--- src/include/nbc_regs.vh ---
`ifndef NBC_REGS_VH
`define NBC_REGS_VH
// Command codes
`define NBC_CMD_READ1 8'h00
`define NBC_CMD_READ2 8'h30
`define NBC_CMD_RND_OUT1 8'h05
`define NBC_CMD_RND_OUT2 8'he0
`define NBC_CMD_STATUS 8'h70
`define NBC_CMD_PSTATUS 8'hf1
`define NBC_CMD_RESET 8'hff
`define NBC_CMD_PROG1 8'h80
`define NBC_CMD_PROG2 8'h10
`define NBC_CMD_CACHE_PROG 8'h15
`define NBC_CMD_RND_IN 8'h85
`define NBC_CMD_DUMMY_PROG 8'h11
`define NBC_CMD_PROG_PLANE2 8'h81
`define NBC_CMD_PLANE_SETUP 8'h60
`define NBC_CMD_COPY_READ 8'h35
`define NBC_CMD_CACHE_START 8'h33
`define NBC_CMD_CACHE_NEXT 8'h31
`define NBC_CMD_CACHE_END 8'h3f
`define NBC_CMD_ERASE2 8'hd0
// Address layout and status ready bit
`define NBC_ADDR_CYCLES 3'd5
`define NBC_COL_BITS 13
`define NBC_ROW_BITS 19
`define NBC_PLANE_BIT 7
`define NBC_STAT_READY_BIT 6
// Timing
`define NBC_CYCLE_NS 8
`define NBC_RE_PERIOD_NS 25
`define NBC_STBY_US 10
`define NBC_LOAD_US 60
`endif

--- src/hw/nbc_host.v ---
// Function
// - Send a full address (op 1) as five bytes: two column, three row, LSB first; op 2 sends two column bytes.
// - Drive unused bits in address cycles two and five to zero.
// - Cache read codes: 60h 60h 33h start, 31h next, 3Fh end.
// - Program codes: 80h, 10h confirm, 85h random in, 15h cache, 11h/81h.
// - Copy-back codes: 00h 35h read, 85h 10h program, two-plane forms.
// - Command: CS low, CLE high, ALE low, read strobe high, WE rising.
// - Hold write protect high for program or erase commands and addresses.
// - Address: CS low, ALE high, CLE low, read strobe high, WE rising.
// - Data in: CS, latches low; read strobe, WP high; WE rising.
// - Data out one byte per read strobe toggle; CS, WE, latches held.
// - Standby only after CS held high at least 10us.
// - Completion from busy pin or status bit 6; 00h leaves status mode.
// - In-order output, strobe period >= 25ns; 05h, column, E0h relocates.
`include "nbc_regs.vh"
`timescale 1ns/100ps
`default_nettype none
module nbc_host #(
   parameter CLK_NS = `NBC_CYCLE_NS,
   parameter STBY_CYC = (`NBC_STBY_US * 1000 + CLK_NS - 1) / CLK_NS,
   parameter LOAD_CYC = (`NBC_LOAD_US * 1000) / CLK_NS
) (
   input wire clk, // 125 MHz clock
   input wire nrst, // Sync reset, active low
   input wire ce, // Clock enable
   input wire cmd_valid, // Request strobe
   output wire cmd_ready, // Idle, request accepted when ce high
   input wire [1:0] cmd_op, // 0 cmd,1 addr5,2 addr2 col,3 read/write bytes
   input wire [7:0] cmd_code, // Command byte
   input wire [31:0] cmd_addr, // Column in [12:0], row in [31:13]
   input wire [12:0] cmd_len, // Byte count for op 3
   input wire cmd_write, // Op 3 writes data
   input wire cmd_modify, // Part of a program or erase
   input wire [7:0] wdata, // Write byte
   output wire wdata_take, // Pulse: wdata consumed
   output reg [7:0] rdata_q, // Read byte
   output reg rdata_valid_q, // Pulse: rdata_q new
   output reg cs_n_q, // Chip select low
   output reg cle_q, // Command latch strobe
   output reg ale_q, // Address latch strobe
   output reg write_strobe_n_q, // Write strobe
   output reg read_strobe_n_q, // Read strobe
   output reg modify_lock_n_q, // High lets modify run
   input wire [7:0] shared_io_bus_i, // IO bus in
   output reg [7:0] shared_io_bus_o_q, // IO bus out
   output reg shared_io_bus_oe_q, // IO bus drive
   input wire ready_busy_n, // Busy line, low busy
   output wire device_ready, // Device not busy
   output reg standby_q, // Device in standby
   output reg load_timeout_q // Busy past load time
);
   localparam S_IDLE = 3'd0;
   localparam S_SETUP = 3'd1;
   localparam S_LOW = 3'd2;
   localparam S_HIGH = 3'd3;
   localparam S_RLOW = 3'd4;
   localparam S_RHIGH = 3'd5;
   // Half-periods sized so a strobe pulse is never short; timer load of 2 gives 3 cycles = 24ns
   localparam [2:0] HALF = 3'd2;
   reg [2:0] st_q;
   reg [2:0] tmr_q;
   reg [2:0] idx_q;
   reg [2:0] nbytes_q;
   reg [1:0] op_q;
   reg [7:0] code_q;
   reg [31:0] addr_q;
   reg [12:0] cnt_q;
   reg wr_q;
   reg [15:0] stby_q;
   reg [15:0] busy_q;

   function [7:0] addr_byte;
      input [31:0] a;
      input [2:0] i;
      begin
         case (i)
            3'd0: addr_byte = a[7:0];
            3'd1: addr_byte = {3'b000, a[12:8]};
            3'd2: addr_byte = a[20:13];
            3'd3: addr_byte = a[28:21];
            3'd4: addr_byte = {5'b00000, a[31:29]};
            default: addr_byte = 8'h00;
         endcase
      end
   endfunction

   // Plane setup 60h also opens an erase, so only the caller can mark it
   function is_modify;
      input [7:0] c;
      begin
         case (c)
            `NBC_CMD_PROG1: is_modify = 1'b1;
            `NBC_CMD_PROG2: is_modify = 1'b1;
            `NBC_CMD_CACHE_PROG: is_modify = 1'b1;
            `NBC_CMD_PROG_PLANE2: is_modify = 1'b1;
            `NBC_CMD_RND_IN: is_modify = 1'b1;
            `NBC_CMD_DUMMY_PROG: is_modify = 1'b1;
            `NBC_CMD_ERASE2: is_modify = 1'b1;
            `NBC_CMD_COPY_READ: is_modify = 1'b0;
            `NBC_CMD_CACHE_START: is_modify = 1'b0;
            `NBC_CMD_CACHE_NEXT: is_modify = 1'b0;
            `NBC_CMD_CACHE_END: is_modify = 1'b0;
            default: is_modify = 1'b0;
         endcase
      end
   endfunction

   assign cmd_ready = (st_q == S_IDLE);
   assign device_ready = ready_busy_n;
   assign wdata_take = ce && st_q == S_SETUP && op_q == 2'd3 && wr_q;

   always @(posedge clk) begin
      if (!nrst) begin
         st_q <= S_IDLE;
         tmr_q <= 3'd0;
         idx_q <= 3'd0;
         nbytes_q <= 3'd0;
         op_q <= 2'd0;
         code_q <= 8'h00;
         addr_q <= 32'h0;
         cnt_q <= 13'd0;
         wr_q <= 1'b0;
         rdata_q <= 8'h00;
         rdata_valid_q <= 1'b0;
         cs_n_q <= 1'b1;
         cle_q <= 1'b0;
         ale_q <= 1'b0;
         write_strobe_n_q <= 1'b1;
         read_strobe_n_q <= 1'b1;
         modify_lock_n_q <= 1'b0;
         shared_io_bus_o_q <= 8'h00;
         shared_io_bus_oe_q <= 1'b0;
         stby_q <= 16'd0;
         standby_q <= 1'b0;
         busy_q <= 16'd0;
         load_timeout_q <= 1'b0;
      end else if (ce) begin
         rdata_valid_q <= 1'b0;
         // Standby tracked from our own select line
         if (!cs_n_q) begin
            stby_q <= 16'd0;
            standby_q <= 1'b0;
         end else if (stby_q >= STBY_CYC[15:0] - 16'd1) begin
            standby_q <= 1'b1;
         end else begin
            stby_q <= stby_q + 16'd1;
         end
         if (ready_busy_n) begin
            busy_q <= 16'd0;
            load_timeout_q <= 1'b0;
         end else if (busy_q >= LOAD_CYC[15:0]) begin
            load_timeout_q <= 1'b1;
         end else begin
            busy_q <= busy_q + 16'd1;
         end
         if (tmr_q != 3'd0)
            tmr_q <= tmr_q - 3'd1;
         case (st_q)
            S_IDLE: begin
               // Select dropped while no request waits; device keeps loading
               if (cmd_valid) begin
                  op_q <= cmd_op;
                  code_q <= cmd_code;
                  addr_q <= cmd_addr;
                  cnt_q <= cmd_len;
                  wr_q <= cmd_write;
                  // Known modify codes open the lock even if unflagged
                  modify_lock_n_q <= cmd_modify ||
                     (cmd_op == 2'd0 && is_modify(cmd_code));
                  idx_q <= 3'd0;
                  nbytes_q <= (cmd_op == 2'd1) ? `NBC_ADDR_CYCLES :
                     (cmd_op == 2'd2) ? 3'd2 : 3'd1;
                  cs_n_q <= 1'b0;
                  if (cmd_op == 2'd3 && cmd_len == 13'd0) begin
                     st_q <= S_IDLE;
                     cs_n_q <= 1'b1;
                  end else begin
                     st_q <= S_SETUP;
                  end
               end else begin
                  cs_n_q <= 1'b1;
               end
            end
            S_SETUP: begin
               tmr_q <= HALF;
               if (op_q == 2'd3 && !wr_q) begin
                  shared_io_bus_oe_q <= 1'b0;
                  cle_q <= 1'b0;
                  ale_q <= 1'b0;
                  read_strobe_n_q <= 1'b0;
                  st_q <= S_RLOW;
               end else begin
                  cle_q <= (op_q == 2'd0);
                  ale_q <= (op_q == 2'd1 || op_q == 2'd2);
                  shared_io_bus_oe_q <= 1'b1;
                  shared_io_bus_o_q <= (op_q == 2'd0) ? code_q :
                     (op_q == 2'd3) ? wdata : addr_byte(addr_q, idx_q);
                  write_strobe_n_q <= 1'b0;
                  st_q <= S_LOW;
               end
            end
            S_LOW: begin
               if (tmr_q == 3'd0) begin
                  write_strobe_n_q <= 1'b1; // Rising edge latches byte
                  tmr_q <= HALF;
                  st_q <= S_HIGH;
               end
            end
            S_HIGH: begin
               if (tmr_q == 3'd0) begin
                  if (op_q == 2'd3 && cnt_q != 13'd1) begin
                     cnt_q <= cnt_q - 13'd1;
                     st_q <= S_SETUP;
                  end else if (op_q != 2'd3 && idx_q + 3'd1 < nbytes_q) begin
                     idx_q <= idx_q + 3'd1;
                     st_q <= S_SETUP;
                  end else begin
                     cle_q <= 1'b0;
                     ale_q <= 1'b0;
                     shared_io_bus_oe_q <= 1'b0;
                     st_q <= S_IDLE;
                  end
               end
            end
            S_RLOW: begin
               if (tmr_q == 3'd0) begin
                  rdata_q <= shared_io_bus_i; // Sampled after access delay
                  rdata_valid_q <= 1'b1;
                  read_strobe_n_q <= 1'b1;
                  tmr_q <= HALF;
                  st_q <= S_RHIGH;
               end
            end
            S_RHIGH: begin
               if (tmr_q == 3'd0) begin
                  if (cnt_q != 13'd1) begin
                     cnt_q <= cnt_q - 13'd1;
                     read_strobe_n_q <= 1'b0;
                     tmr_q <= HALF;
                     st_q <= S_RLOW;
                  end else begin
                     st_q <= S_IDLE;
                  end
               end
            end
            default: st_q <= S_IDLE;
         endcase
      end
   end
endmodule
`default_nettype wire

--- config.mk ---
export PLATFORM = sky130hd
export DESIGN_NAME = nbc_host
export DESIGN_NICKNAME = d
export VERILOG_FILES = /design/src/hw/nbc_host.v
export VERILOG_INCLUDE_DIRS = /design/src /design/src/include
export SDC_FILE = /design/constraint.sdc
export NUM_CORES = 1
export LEC_CHECK = 0
export CORE_MARGIN = 5
export CORE_UTILIZATION = 45
export CTS_BUF_LIST = sky130_fd_sc_hd__clkbuf_8
export DETAILED_ROUTE_END_ITERATION = 6
export DONT_BUFFER_PORTS = 1
export PLACE_DENSITY = 0.59
export SLEW_MARGIN = 5
export SYNTH_ARGS = -nofsm -noshare
export SYNTH_HDL_FRONTEND = slang
export SYNTH_SLANG_ARGS = --single-unit
--- constraint.sdc ---
create_clock -name clk -period 4.39 [get_ports clk]
set_input_delay 0.6585 -clock clk [delete_from_list [all_inputs] [get_ports clk]]
set_output_delay 0.6585 -clock clk [all_outputs]
set_load 0.02 [all_outputs]
Word-level counts from Yosys, hierarchy flattened
Index checks and enable logic that the tools add are counted.
- register bits after elaboration: 126
- input port bits: 78
- output and inout bits: 29
- word-level logic and storage cells: 176
- add/sub/neg operators: 5
- $lt $le $gt $ge: 3
- equal/unequal tests: 39
- muxes and demuxes: 65
- bitwise operators: 1
- reduce and logical (&&, ||, !) cells: 40
- operators with widths (cell ; number):
    13-bit two-way mux ; 5
    16-bit two-way mux ; 4
    3-bit two-way mux ; 16
    8-bit one-hot mux with 5 select lines ; 1
    13-bit one-hot mux with 3 select lines ; 1
    16-bit by 1-bit adder with 16-bit output (second input constant) ; 2
    8-bit equality test (second input constant) ; 4
    2-bit inequality test (second input constant) ; 14
    1-bit two-way mux ; 27
    8-bit by 5-bit equality test with 1-bit output (second input constant) ; 3
    3-bit one-hot mux with 6 select lines ; 1
    6-bit AND reduction ; 3
    16-bit by 11-bit greater-or-equal comparator with 1-bit output (second input constant) ; 1
    16-bit by 13-bit greater-or-equal comparator with 1-bit output (second input constant) ; 1
    8-bit two-way mux ; 2
    13-bit logical NOT ; 1
    13-bit by 1-bit inequality test with 1-bit output (second input constant) ; 1
    13-bit by 1-bit subtractor with 13-bit output (second input constant) ; 1
    3-bit by 2-bit equality test with 1-bit output (second input constant) ; 4
    2-bit AND reduction ; 5
    3-bit equality test (second input constant) ; 3
    3-bit logical NOT ; 3
    3-bit one-hot mux with 3 select lines ; 1
    3-bit AND reduction ; 3
    other kinds (23) ; 46

Depth between registers and ports, before layout
Gate-level depths: netlist of run 1.
- depth in word-level cells: 9
- gate-level depth with buffers: 9
- mapped depth without buffers: 9

Worst setup path after synthesis of run 1
No wires, ideal clock.
- path kind: input-to-output
- start point: input ce
- end point: output wdata_take
- arrival time: 1.696 ns
- required time: 3.732 ns
- setup slack: 2.036 ns
- stages: 4
- buffers on the path: 3
- cells stage by stage: clkbuf_1 buf_2 buf_1 and4_1
- word-level cells in the longest chain between the ends: 3
- ends and longest elaborated chain (what ; line ; text):
    from (decl) ; nbc_host.v:25 ; input wire ce,
    1-bit logical AND (3 in a row) ; nbc_host.v:110 ; assign wdata_take = ce && st_q == S_SETUP && op_q == 2'd3 && wr_q;
    to (decl) ; nbc_host.v:35 ; output wire wdata_take,
No other way between the ends.

Worst setup path after layout of run 1
- start point: register st_q[2]
- end point: register cnt_q[8]
- word-level cells in the longest chain between the ends: 3
- elaborated cells on any way between the ends: 11
- classes of those cells: 7 x eq/ne; 1 x mux; 3 x reduce/logical
- ends and longest elaborated chain (what ; line ; text):
    from (decl) ; nbc_host.v:60 ; reg [2:0] st_q;
    from (signal assigned) ; nbc_host.v:114 ; st_q <= S_IDLE;
    from (signal assigned) ; nbc_host.v:175 ; st_q <= S_IDLE;
    from (signal assigned) ; nbc_host.v:178 ; st_q <= S_SETUP;
    3-bit by 2-bit equality test with 1-bit output, or another cell as far along ; nbc_host.v:158 ; case (st_q)
    2-bit inequality test (no source line) or 3-bit nonzero test (tied branches) ; -- ;
    7-bit AND reduction (no source line) ; -- ;
    to (signal assigned) ; nbc_host.v:165 ; cnt_q <= cmd_len;
    to (signal assigned) ; nbc_host.v:212 ; cnt_q <= cnt_q - 13'd1;
    to (signal assigned) ; nbc_host.v:237 ; cnt_q <= cnt_q - 13'd1;
    to (decl) ; nbc_host.v:67 ; reg [12:0] cnt_q;
Parallel ways exist; a longest one is shown, timed or not.
A chain may end at the register's enable or synchronous reset.

==> summary by stage, run 1 <==
STA
The maximum clock frequency is about 0.32 GHz. The hold violation total from the final report is 0. In this run the tightest slew margin relative to its limit is 18.5%.

The count of final setup violators is 0. Dividing the final minimum period by the clock period gives 71.1%. The shortest period the worst path allows is 3.12 ns.

The number of slew-limit violations in the final report is 0. Across the routed clock network, the largest skew measured is 0.0166 ns. Setup repair after global routing left no endpoint under its margin. At the pin with the least slew margin, the transition time is 1.22 ns. For the final routed database, the setup TNS stands at 0 ns.

Worst setup path
For this design, the slowest cell found on the critical path is sky130_fd_sc_hd__o211ai_1. The endpoint identified for the worst register-to-register timing path is cnt_q[8]. Along the worst path, the maximum fanout reaches 32. The required time reported for the critical path endpoint is about 4.7 ns. STA puts the critical path data arrival time at around 3.4 ns. The critical path goes through xor2_1 > nand2_1 > buf_4 > o211ai_1 > or2_2 > o31ai_1. Counting cells, the worst reg-to-reg path comes to 6.

The worst setup path is launched from a flop. The worst setup path is of the reg -> reg kind. The worst setup path is captured at a flop.

The startpoint of the lowest-slack register-to-register path is st_q[2]. The delay contributed by the slowest stage of the critical path is ~1 ns. The setup check on the worst reg-to-reg path leaves a slack of 1.27 ns.

Clocking
TritonCTS built the clock tree. The clock sink count is 126. The cell at the root of the clock tree is sky130_fd_sc_hd__clkbuf_8. In this run, post-CTS repair resized a total of 0 instances. CTS built an H-tree with a depth of 4. Once the clock tree was built, the setup fixing pass inserted 0 buffers. The maximum clock insertion buffer count is 2. At the later pin of the worst-skew pair, clock insertion delay measures approximately 0.44 ns.

The clock slew seen by the registers of the worst setup and hold paths is 0.07 ns. The number of hold buffers added after CTS was 0. Counting the buffers created by CTS gives 17.

Layout
The relative area change from synthesis to final layout is 7.11%. In the final layout, the share of cells above drive strength 1 is 6.55%. After the flow finishes, the layout carries non-filler instances totaling 943. The final layout contains ~850 nets. 0 antenna diodes ended up in the layout.

Power
In this run, the clock network consumes 38.8% of the power. Net switching is 29.0% of the power. The sequential share of power is 48.0%. Summed over all cells, the static leakage comes to 2.47 nW. The internal cell power is about 1.9 mW. The proportion of power drawn by combinational gates is 13.2%. Power spread over the standard cell area amounts to 388 mW/mm². The maximum vdd drop is 222 µV.

The power dissipated by switching net loads is 0.759 mW. The completed layout was analyzed and its total power is 2.62 mW.

Run
The max-cap check violation count is 0.

Yosys
The Yosys step of the flow raised 0 warnings. The mapped netlist covers 0.00630 mm². The net count after synthesis is 875.

Yosys mapped a number of flops with a built-in enable equal to 0. In this run the mean area of a mapped cell was 8.11 µm². The synthesis-stage register bit count is 126. The synthesized netlist contains 70 unique library cells. The proportion of synthesized flip-flops having asynchronous set or reset is 0%.

The instance count of the mapped netlist is 777. After synthesis, flip-flops and latches occupy 40.0% of the total area. Among all flip-flop cells after synthesis, the most frequent one is sky130_fd_sc_hd__dfxtp_1.

Routing
The count of vias placed by the detailed router is 5542. For this block, the initial DRC count from the detailed router was roughly 600. In the routed layout, each cell is associated on average with a via count of 5.88. The routed wire length per instance is 17.5 µm.

In this run the remaining antenna-violating nets after routing total 0. In the routed design, unresolved DRC markers number 0. For this block, the routed nets add up to 16500 µm of wire. The number of iterations in the first detailed-routing pass is 5.

Hold path
The hold-critical path endpoint is cs_n_q. The cell count of the worst hold path is 1. The startpoint identified for the worst hold timing path is nrst.

The worst hold path belongs to the class in -> reg.

Floorplan
The effective utilization at floorplan is 45.6%. The core area is 0.0138 mm². The full die area is 0.0165 mm². The floorplan die width is 128 µm. The number of top-level pins is 107. The y dimension of the die is 128 µm. The floorplan has 43 rows.

Placed design
The count of port buffers added during placement is 0. The routability-driven placement congestion ratio is 0.854. Detailed placement finished with a half-perimeter wire length of 11400 µm. The count of placed standard cells including taps is roughly 910.

Global route
The number of global-route vias before repair is 5447. The number of antenna violations at the first check in global routing is 0. In the global route stage, overall resource usage came out at 20.0%. The pin count of the biggest net entering global routing is 60.

The global route total overflow is 0. The first global-routing pass estimated 26800 µm of wire.

Status
The flow ran to the end, and the final reports show no timing, DRC or antenna violations.
-- metal layers --
metal	up-vias	global-route usage (%)	wire [µm]
met5	-	0	0
met4	0	6.05	233
met3	16	8.55	1520
met2	185	30.7	7370
met1	2610	25.5	7390
li1	2731	-	-
-- cells in the final DEF (no fill, tap or decap), types with 4 or more instances in the layout --
cell type and n:
sky130_fd_sc_hd__nand2b_1 16, sky130_fd_sc_hd__xnor2_1 11, sky130_fd_sc_hd__and3_1 13, sky130_fd_sc_hd__or3_1 4, sky130_fd_sc_hd__o21ai_1 4, sky130_fd_sc_hd__xor2_1 5, sky130_fd_sc_hd__ha_1 20, sky130_fd_sc_hd__and2_1 7
sky130_fd_sc_hd__nand2_1 123, sky130_fd_sc_hd__clkbuf_8 19, sky130_fd_sc_hd__a222oi_1 6, sky130_fd_sc_hd__mux2i_1 13, sky130_fd_sc_hd__buf_4 5, sky130_fd_sc_hd__dfxtp_1 126, sky130_fd_sc_hd__o311ai_1 9, sky130_fd_sc_hd__nand3_1 22
sky130_fd_sc_hd__o21ai_0 23, sky130_fd_sc_hd__or4_1 4, sky130_fd_sc_hd__nand4_1 7, sky130_fd_sc_hd__nand3b_1 7, sky130_fd_sc_hd__o31ai_1 12, sky130_fd_sc_hd__a221oi_1 7, sky130_fd_sc_hd__and4_1 4, sky130_fd_sc_hd__a21oi_1 87
sky130_fd_sc_hd__nor4_1 9, sky130_fd_sc_hd__nor2_1 57, sky130_fd_sc_hd__a22oi_1 7, sky130_fd_sc_hd__a31oi_1 4, sky130_fd_sc_hd__nor2b_1 7, sky130_fd_sc_hd__nor3_1 18, sky130_fd_sc_hd__clkinv_2 4, sky130_fd_sc_hd__a21o_1 4
sky130_fd_sc_hd__a211oi_1 9, sky130_fd_sc_hd__inv_1 25
-- kinds of logic after synthesis --
group                      Yosys count  synth area share [%]
adders and majority gates           20                  3.97
and+or+nand+nor                    317                  25.3
DFF                                126                  40.0
AOI/OAI and AO/OA                  206                  21.1
buffers and inverters               77                  5.02
xor gates and xnor gates            16                  2.22
muxes                               15                  2.42
-- area by class of cell --
type	count	area, µm²
tap	180	225
multi-input combinational	574	3470
clock buffer	19	262
sequential	126	2520
inverter	26	97.6
fill	1347	7080
clock inverter	13	138
timing repair buffer	5	37.5
-- flip-flops by register name (all words and copies together) (netlist names), 8 cells and up --
register and count:
rdata_q 8, addr_q 32, code_q 8, stby_q 16
shared_io_bus_o_q 8, cnt_q 13, busy_q 16
-- synth_stat cells, types with 6 or more instances --
cell / number / area share, %
sky130_fd_sc_hd__dfxtp_1: 126 / 40
sky130_fd_sc_hd__nand2_1: 123 / 7.3
sky130_fd_sc_hd__a21oi_1: 87 / 6.9
sky130_fd_sc_hd__nor2_1: 57 / 3.4
sky130_fd_sc_hd__clkbuf_1: 38 / 2.3
sky130_fd_sc_hd__inv_1: 26 / 1.5
sky130_fd_sc_hd__o21ai_0: 23 / 1.8
sky130_fd_sc_hd__nand3_1: 22 / 1.7
sky130_fd_sc_hd__ha_1: 20 / 4.0
sky130_fd_sc_hd__nor3_1: 19 / 1.5
sky130_fd_sc_hd__nand2b_1: 16 / 1.6
sky130_fd_sc_hd__and3_1: 13 / 1.3
sky130_fd_sc_hd__mux2i_1: 13 / 2.1
sky130_fd_sc_hd__o31ai_1: 12 / 1.4
sky130_fd_sc_hd__xnor2_1: 11 / 1.5
sky130_fd_sc_hd__a211oi_1: 9 / 1.1
sky130_fd_sc_hd__nor4_1: 9 / 0.89
sky130_fd_sc_hd__o311ai_1: 9 / 1.3
sky130_fd_sc_hd__a221oi_1: 7 / 0.97
sky130_fd_sc_hd__a22oi_1: 7 / 0.83
sky130_fd_sc_hd__and2_1: 7 / 0.69
sky130_fd_sc_hd__nand3b_1: 7 / 0.83
sky130_fd_sc_hd__nand4_1: 7 / 0.69
sky130_fd_sc_hd__nor2b_1: 7 / 0.69
sky130_fd_sc_hd__a222oi_1: 6 / 0.95
-- worst max-delay path: cells and delay by family (launching register included) --
family / cells / cell delay, ns
xor+xnor: 1 / 0.38
flops: 1 / 0.69
buf+inv: 1 / 0.25
simple gates: 2 / 0.53
compound gates: 2 / 1.12
-- power groups by stage --
stage	clock, mW	sequential [mW]	combinational, mW
final	1.02	1.26	0.346
after global routing	1.10	1.27	0.393
after CTS	1.04	1.26	0.346
after detailed placement	0	1.28	0.345
after global placement	0	1.28	0.335
after floorplan	0	1.26	0.302
-- per-stage QoR --
| step | utilization, % | hold WS (ns) | worst slack, ns | cell area (µm²) |
|---|---|---|---|---|
| floorplan | - | 0.420 | 2.04 | 6300 |
| global placement | 45.9 | 0.435 | 1.50 | 6350 |
| detailed placement | 45.9 | 0.438 | 1.40 | 6350 |
| CTS | 48.8 | 0.293 | 1.37 | 6750 |
| global route | 48.8 | 0.281 | 1.06 | 6750 |
| finish | 48.8 | 0.329 | 1.27 | 6750 |
-- worst max path at each step --
stage                        from    endpoint  slack, ns
after floorplan                ce  wdata_take       2.04
after global placement    st_q[1]    cnt_q[0]       1.50
after detailed placement  st_q[1]    cnt_q[0]       1.40
after CTS                 st_q[1]    cnt_q[8]       1.37
after global routing      st_q[2]    cnt_q[8]       1.06
final                     st_q[2]    cnt_q[8]       1.27
Power figures use the tool's default switching activity.
==> run 2: changes to the inputs <==
==> constraint.sdc (replaced) <==
create_clock -name clk -period 3.2 [get_ports clk]
set_input_delay 0.48 -clock clk [delete_from_list [all_inputs] [get_ports clk]]
set_output_delay 0.48 -clock clk [all_outputs]
set_load 0.02 [all_outputs]
==> run 2 against run 1 <==
- worst setup slack worse by 0.59 ns
- combinational power is 39% higher
- largest cell class unchanged
- total power is 31% higher
- count of clock-buffer cells in the layout is the same
- critical path depth decreased by 3
- sequential share of layout area grew 0.083 points
- clock power increased by 22%
- largest power group unchanged
==> summary by stage, run 2 (synthesized netlist as in run 1, its figures left out) <==
Layout
The leading cell type in the layout, fill and taps excluded is sky130_fd_sc_hd__dfxtp_1. The largest registers in the layout are addr_q x32, busy_q x16, stby_q x16. The share of final-layout standard cells stronger than drive strength 1 is 6.91%. The register with the most flip-flops in the layout has 32 of them.

The net total in the final layout is about 850. The relative area change from synthesis to final layout is 6.87%. Cells fill 48.7% of the core in the end. In the layout the commonest cells are 126 x sky130_fd_sc_hd__dfxtp_1, 123 x sky130_fd_sc_hd__nand2_1, 87 x sky130_fd_sc_hd__a21oi_1, 57 x sky130_fd_sc_hd__nor2_1, 26 x sky130_fd_sc_hd__inv_1.

The register with the most flip-flops is addr_q. The count of antenna diodes in the layout is 0.

Worst setup path
The nature of the critical path endpoint is an output pin. The setup path with the least slack is of type reg -> out. The number of cells on the worst reg-to-reg path is 7. Data on the critical path is required at its endpoint by around 2.7 ns. The launching instance or port of the critical path is st_q[0].

The worst setup path is launched from a flop. The maximum net fanout on the critical path is 19. In this run the register-to-register setup slack is around 0.69 ns. The endpoint identified for the worst register-to-register timing path is tmr_q[0].

For the worst setup path, the data arrival time is 2.04 ns. The end point of the critical path is wdata_take. The startpoint identified for the worst register-to-register timing path is tmr_q[0].

Global route
The most used routing layer in global routing is met2. For this run, global-route usage on met1 was measured as 25.8%. The number of global-route vias before repair was 5379. The global route total overflow is 0. The met2 track demand over resource in global routing is between 30 and 40%. The met3 global-route usage is ~8.1%. For this run, the total global-route usage over all layers was measured as 20.0%.

Entering global routing, the biggest net connects 52 pins. The number of antenna violations at the first check in global routing is 0. The global-route wire length before repair is approximately 27000 µm.

Power
The power per unit of standard cell area is roughly 510 mW/mm². The leakage power figure is 2.46 nW. VDD sags by at most slightly above 400 µV.

Floorplan
The core region is 0.0138 mm². The floorplan step defined a die boundary enclosing 0.0165 mm². The effective utilization at floorplan is a little under half. The number of placement rows is 43. Measured along the y axis, the die boundary spans 128 µm.

approximately 110 I/O pins were placed. The floorplan die width is between 100 and 150 µm.

STA
The transition time at the pin with the least slew margin is between 0.9 and 1 ns. The count of final setup violators is 0. The number of slew-limit violations in the final report is 0. The final critical path takes up around four fifths of the cycle. Across the routed clock network, the largest skew measured is 0.00958 ns. The hold violation total from the final report is 0. For the final routed database, the setup TNS stands at 0 ns. Subtracting the final worst setup slack from the clock period gives 2.52 ns. The setup slack of the critical path after layout is between 0.6 and 0.7 ns.

Setup repair after global routing left no endpoint under its margin. Headroom to the max-slew limit came out at roughly 36%. The maximum clock frequency is 0.396 GHz.

Hold path
The class of the most critical hold timing path is in -> reg.

Clocking
After clock tree synthesis, the clock-pin slew on the worst setup and hold paths is ~0.080 ns. Once the clock tree was built, the setup fixing pass inserted 0 buffers. In this run the number of H-tree levels came out at 4. The TritonCTS clock tree is built.

Clock tree synthesis inserted a total of 17 buffers. Clock latency on the worst-skew pair, taken at its later pin, is 0.44 ns. The cell sitting at the root of the clock tree is a sky130_fd_sc_hd__clkbuf_8. After clock tree synthesis, the repair step resized 0 gates.

In this run, post-CTS hold repair placed 0 buffers. For this design, the sink count on the clock tree is 126. The maximum clock insertion buffer count is 2.

Routing
Wires add up to 16300 µm. The count of antenna-violating nets left after detailed routing is 0. The DRC violation count after routing is 0. After detailed routing, the number of vias per cell comes to 5.88. The count of vias placed by the detailed router is 5568.

The first detailed-routing pass ran for 5 iterations. The initial DRC count is 528. The routed wire length per instance is 17.2 µm.

Placed design
Buffers placed on the I/O ports in this run total 0. The placement-stage worst setup slack is 0.717 ns. Detailed placement finished with a half-perimeter wire length of 11600 µm. The routability-driven placement congestion ratio is just under 0.9.

Run
The tool flagged a number of max-cap violations equal to 0.

Status
The flow ran to the end, and the final reports show no timing, DRC or antenna violations.
==> run 2: cell types whose count changed in the layout (fill, tap and decap cells not counted), sizes merged <==
| cell | delta |
|---|---|
| buf | +4 |
| inv | +1 |
| clkinvlp | +1 |
| bufinv | -2 |
==> run 2: layer usage <==
layer,vias up,part of all wire (%)
li1,2752,-
met1,2597,44
met2,191,45
met3,28,9.8
met4,0,1.6
met5,-,0
==> run 2: how the worst min path moves through the flow <==
stage               start    endpoint  slack [ns]  depth (start not counted)
6_report             nrst      cs_n_q        0.15                          1
5_1_grt              nrst   busy_q[3]        0.14                          1
4_1_cts              nrst      cs_n_q        0.11                          1
3_5_place_dp    code_q[0]   code_q[0]        0.44                          2
3_3_place_gp   stby_q[12]  stby_q[12]        0.43                          1
2_1_floorplan  stby_q[15]  stby_q[15]        0.42                          1
==> run 2: where the power goes <==
group          internal, mW  switching [mW]
clock                 0.576           0.659
sequential             1.64          0.0855
combinational         0.185           0.297
==> run 2: stage by stage <==
| step | cells | cell area (µm²) | hold WS, ns | power [mW] |
|---|---|---|---|---|
| 5_1_grt | 947 | 6740 | 0.143 | 3.63 |
| 6_report | 947 | 6740 | 0.154 | 3.44 |
| 2_1_floorplan | 777 | 6300 | 0.420 | 2.14 |
| 3_3_place_gp | 915 | 6380 | 0.434 | 2.23 |
| 4_1_cts | 947 | 6740 | 0.114 | 3.48 |
| 3_5_place_dp | 915 | 6380 | 0.442 | 2.24 |
==> run 2: worst max-delay path, stage by stage, from the launching register on <==
cell	delay [ns]
sky130_fd_sc_hd__dfxtp_1	0.74
sky130_fd_sc_hd__nand2b_1	0.15
sky130_fd_sc_hd__nor2_1	0.29
sky130_fd_sc_hd__and4_1	0.41
==> run 2: area by class of cell <==
| type | instances | area (µm²) |
|---|---|---|
| Tap cell | 180 | 225 |
| Timing Repair Buffer | 9 | 67.6 |
| Multi-Input combinational cell | 574 | 3470 |
| Fill cell | 1375 | 7090 |
| Sequential cell | 126 | 2520 |
| Clock buffer | 19 | 262 |
| Clock inverter | 13 | 92.6 |
| Inverter | 26 | 97.6 |
==> run 3: changes to the inputs <==
==> constraint.sdc (replaced) <==
create_clock -name clk -period 2.4 [get_ports clk]
set_input_delay 0.36 -clock clk [delete_from_list [all_inputs] [get_ports clk]]
set_output_delay 0.36 -clock clk [all_outputs]
set_load 0.02 [all_outputs]
==> run 3 against run 2 <==
- die area stayed put
- highest routed layer unchanged
- total power up 42%
- global-route usage is 0.29 points lower
- sequential share of layout area shrank 0.94 points
- sequential cell count stayed put
- utilization is 1.4 points higher
- count of clock-buffer cells in the layout is 1 lower
- design area is 2.8% higher
- critical path type is now reg -> reg
- clock power is 53% higher
==> summary by stage, run 3 (synthesized netlist as in run 1, its figures left out) <==
Status
The run finished with clean final reports.

STA
Clock skew on the completed layout was measured at 0.0100 ns. The hold violation total from the final report is 0. Setup repair after global routing left no endpoint under its margin. The routed design could run at a clock period as short as 2.29 ns. The number of slew-limit violations in the final report is 0. Timing would allow up to about 0.44 GHz. Setup violations remaining at the end of the flow were counted as 0. The worst hold margin is between 0.03 and 0.04 ns. The transition time at the pin with the least slew margin is 0.791 ns. The worst path uses 95.4% of the clock period. The worst slew margin relative to its limit is 47.2%.

Global route
Entering global routing, the biggest net connects 49 pins. The global-route wire length before repair is ~26000 µm. The number of global-route vias before repair is roughly 5300. The number of antenna violations at the first check in global routing is 0. The total overflow left after global routing is 0. In the global route stage, overall resource usage came out at 19.7%.

Layout
Counting flops per register, the top entry is addr_q. In the final layout, the registers with the most flip-flops are addr_q x32, busy_q x16, stby_q x16. The register with the most flip-flops in the layout has 32 of them. The count of antenna diodes in the layout is 0.

The leading cell type in the layout, fill and taps excluded is sky130_fd_sc_hd__dfxtp_1. The share of final-layout standard cells stronger than drive strength 1 is 8.34%. From synthesis to final layout, the design area changed by 9.85%. The library cells used most frequently in the layout, excluding fill and tap cells, are 124 x sky130_fd_sc_hd__dfxtp_1, 123 x sky130_fd_sc_hd__nand2_1, 87 x sky130_fd_sc_hd__a21oi_1, 57 x sky130_fd_sc_hd__nor2_1, 26 x sky130_fd_sc_hd__inv_1. After the last flow step, the layout net total stands at about 860.

Worst setup path
On the critical path, the stage with the largest delay is an instance of sky130_fd_sc_hd__or4_4. The dominant cell type by count on the critical path is sky130_fd_sc_hd__ha_1. The critical path goes through inv_1 > ha_1 > ha_1 > a21boi_1 > o21ai_1 > and2_1 > or4_4 > a31o_1. The arrival time of data at the critical path endpoint is between 2 and 3 ns.

The delay contributed by the slowest stage of the critical path is 0.54 ns. The minimum setup slack among reg-to-reg paths is approximately 0.11 ns. Along the worst path, the maximum fanout reaches 5. The number of cells on the worst reg-to-reg path is 8. The family of cells with the greatest summed delay on the critical path is simple AND/OR/NAND/NOR gates. The worst setup path is captured at a flop. The startpoint type of the worst setup path is a flop. The worst register-to-register path begins at idx_q[0]. The required time reported for the critical path endpoint is between 2 and 3 ns. The number of buffer and inverter stages on the critical path is 1.

The critical path class is reg -> reg. The critical register-to-register path endpoint is shared_io_bus_oe_q.

Floorplan
The die is ~130 µm wide. The initial utilization of the core area, before any placement, comes to 45.6%. The die covers 0.0165 mm². The core region is 0.0138 mm². The number of top-level pins is 107. The number of placement rows is 43. The y dimension of the die is 128 µm.

Placed design
Routability-driven placement finished with a final weighted congestion of 0.852. Once detailed placement completed, the half-perimeter wirelength came to 11600 µm. During placement, the flow inserted port buffers numbering 0.

Routing
After detailed routing, the average wire length per cell comes to 17.2 µm. The count of nets left with antenna violations once routing finished came out at 0. The post-detailed-routing wire length is 16500 µm. For this run, design rule violations remaining after detail routing come to 0. Using the TritonRoute via totals, the vias-per-cell ratio works out to slightly below 6. The number of iterations in the first detailed-routing pass is 5. Detailed routing inserted a total of 5619 vias. The detailed router finished its first iteration with 493 violations.

Clocking
No sink is reached through more buffers than the 2 on the longest clock path. Clock-pin slew was measured on the worst setup and hold paths at 0.08 ns. The clock sink count is 126. The root buffer cell chosen for the clock tree is sky130_fd_sc_hd__clkbuf_8. The clock latency on the worst-skew pair is 0.44 ns. The TritonCTS clock tree is built.

In this run the number of H-tree levels came out at 4. The number of buffers inserted during clock tree synthesis is 17. Once the clock tree was built, the setup fixing pass inserted 0 buffers.

Power
The worst-case IR drop observed on VDD is between 300 and 400 µV. The power per unit of standard cell area is about 710 mW/mm². For this design the static power due to leakage is 2.56 nW. After layout, the design draws a total of 4.90 mW.

Run
Max-cap violations in this run came to 0.

Hold path
The startpoint identified for the worst hold timing path is nrst. The worst hold path terminates at tmr_q[1]. The cell count of the worst hold path is 2. The path class of the tightest hold or removal check is in -> reg.
-- run 3: worst register-to-register path, cell delays in order, from the launching register on --
cell                       delay (ns)
sky130_fd_sc_hd__dfxtp_4         0.37
sky130_fd_sc_hd__inv_1           0.06
sky130_fd_sc_hd__ha_1            0.31
sky130_fd_sc_hd__ha_1            0.27
sky130_fd_sc_hd__a21boi_1        0.15
sky130_fd_sc_hd__o21ai_1         0.09
sky130_fd_sc_hd__and2_1          0.16
sky130_fd_sc_hd__or4_4           0.54
sky130_fd_sc_hd__a31o_1          0.23
-- run 3: layout make-up --
cell class | count | area, µm²
timing repair buffer | 21 | 200
clock buffer | 18 | 248
tap | 180 | 225
clock inverter | 14 | 156
multi-input combinational | 574 | 3470
sequential | 126 | 2530
inverter | 26 | 97.6
fill | 1354 | 6900
-- run 3: where the power goes --
part           internal, mW  switching (mW)  total [mW]
sequential             2.19          0.0924        2.28
combinational         0.293           0.432       0.725
clock                 0.968           0.933        1.90
-- run 3: worst max-delay path by stage --
stage | cells past startpoint | slack [ns] | end | start
finish | 8 | 0.11 | shared_io_bus_oe_q | idx_q[0]
global route | 3 | 0.02 | wdata_take | st_q[2]
CTS | 8 | 0.03 | shared_io_bus_oe_q | idx_q[0]
detailed placement | 8 | -0.02 | shared_io_bus_oe_q | idx_q[0]
global placement | 8 | 0.07 | shared_io_bus_oe_q | idx_q[0]
floorplan | 9 | 0.12 | shared_io_bus_oe_q | idx_q[2]
-- run 3: metal layers --
layer	vias up	global-route usage (%)	routed length (µm)
met4	0	5.31	148
met2	164	30.7	7460
met3	17	8.22	1450
met1	2664	25.4	7440
li1	2774	-	-
met5	-	0	0
-- run 3: stage by stage --
stage | setup WS [ns] | cell area (µm²) | util, % | setup TNS (ns) | std cells
after floorplan | 0.123 | 6300 | - | 0 | 777
after global placement | 0.0660 | 6490 | 47.0 | 0 | 925
after detailed placement | -0.0198 | 6490 | 47.0 | -0.0198 | 925
after CTS | 0.0334 | 6910 | 50.0 | 0 | 958
after global routing | 0.0238 | 6920 | 50.1 | 0 | 959
final | 0.110 | 6920 | 50.1 | 0 | 959
-- run 3: timing repair --
| item | in CTS | in global routing |
|---|---|---|
| resized for setup | 1 | 4 |
| hold endpoints to repair | 2 | 1 |
| pin swaps | 0 | 0 |
| endpoints found under the setup margin | 1 | 2 |
| hold buffers | 1 | 1 |
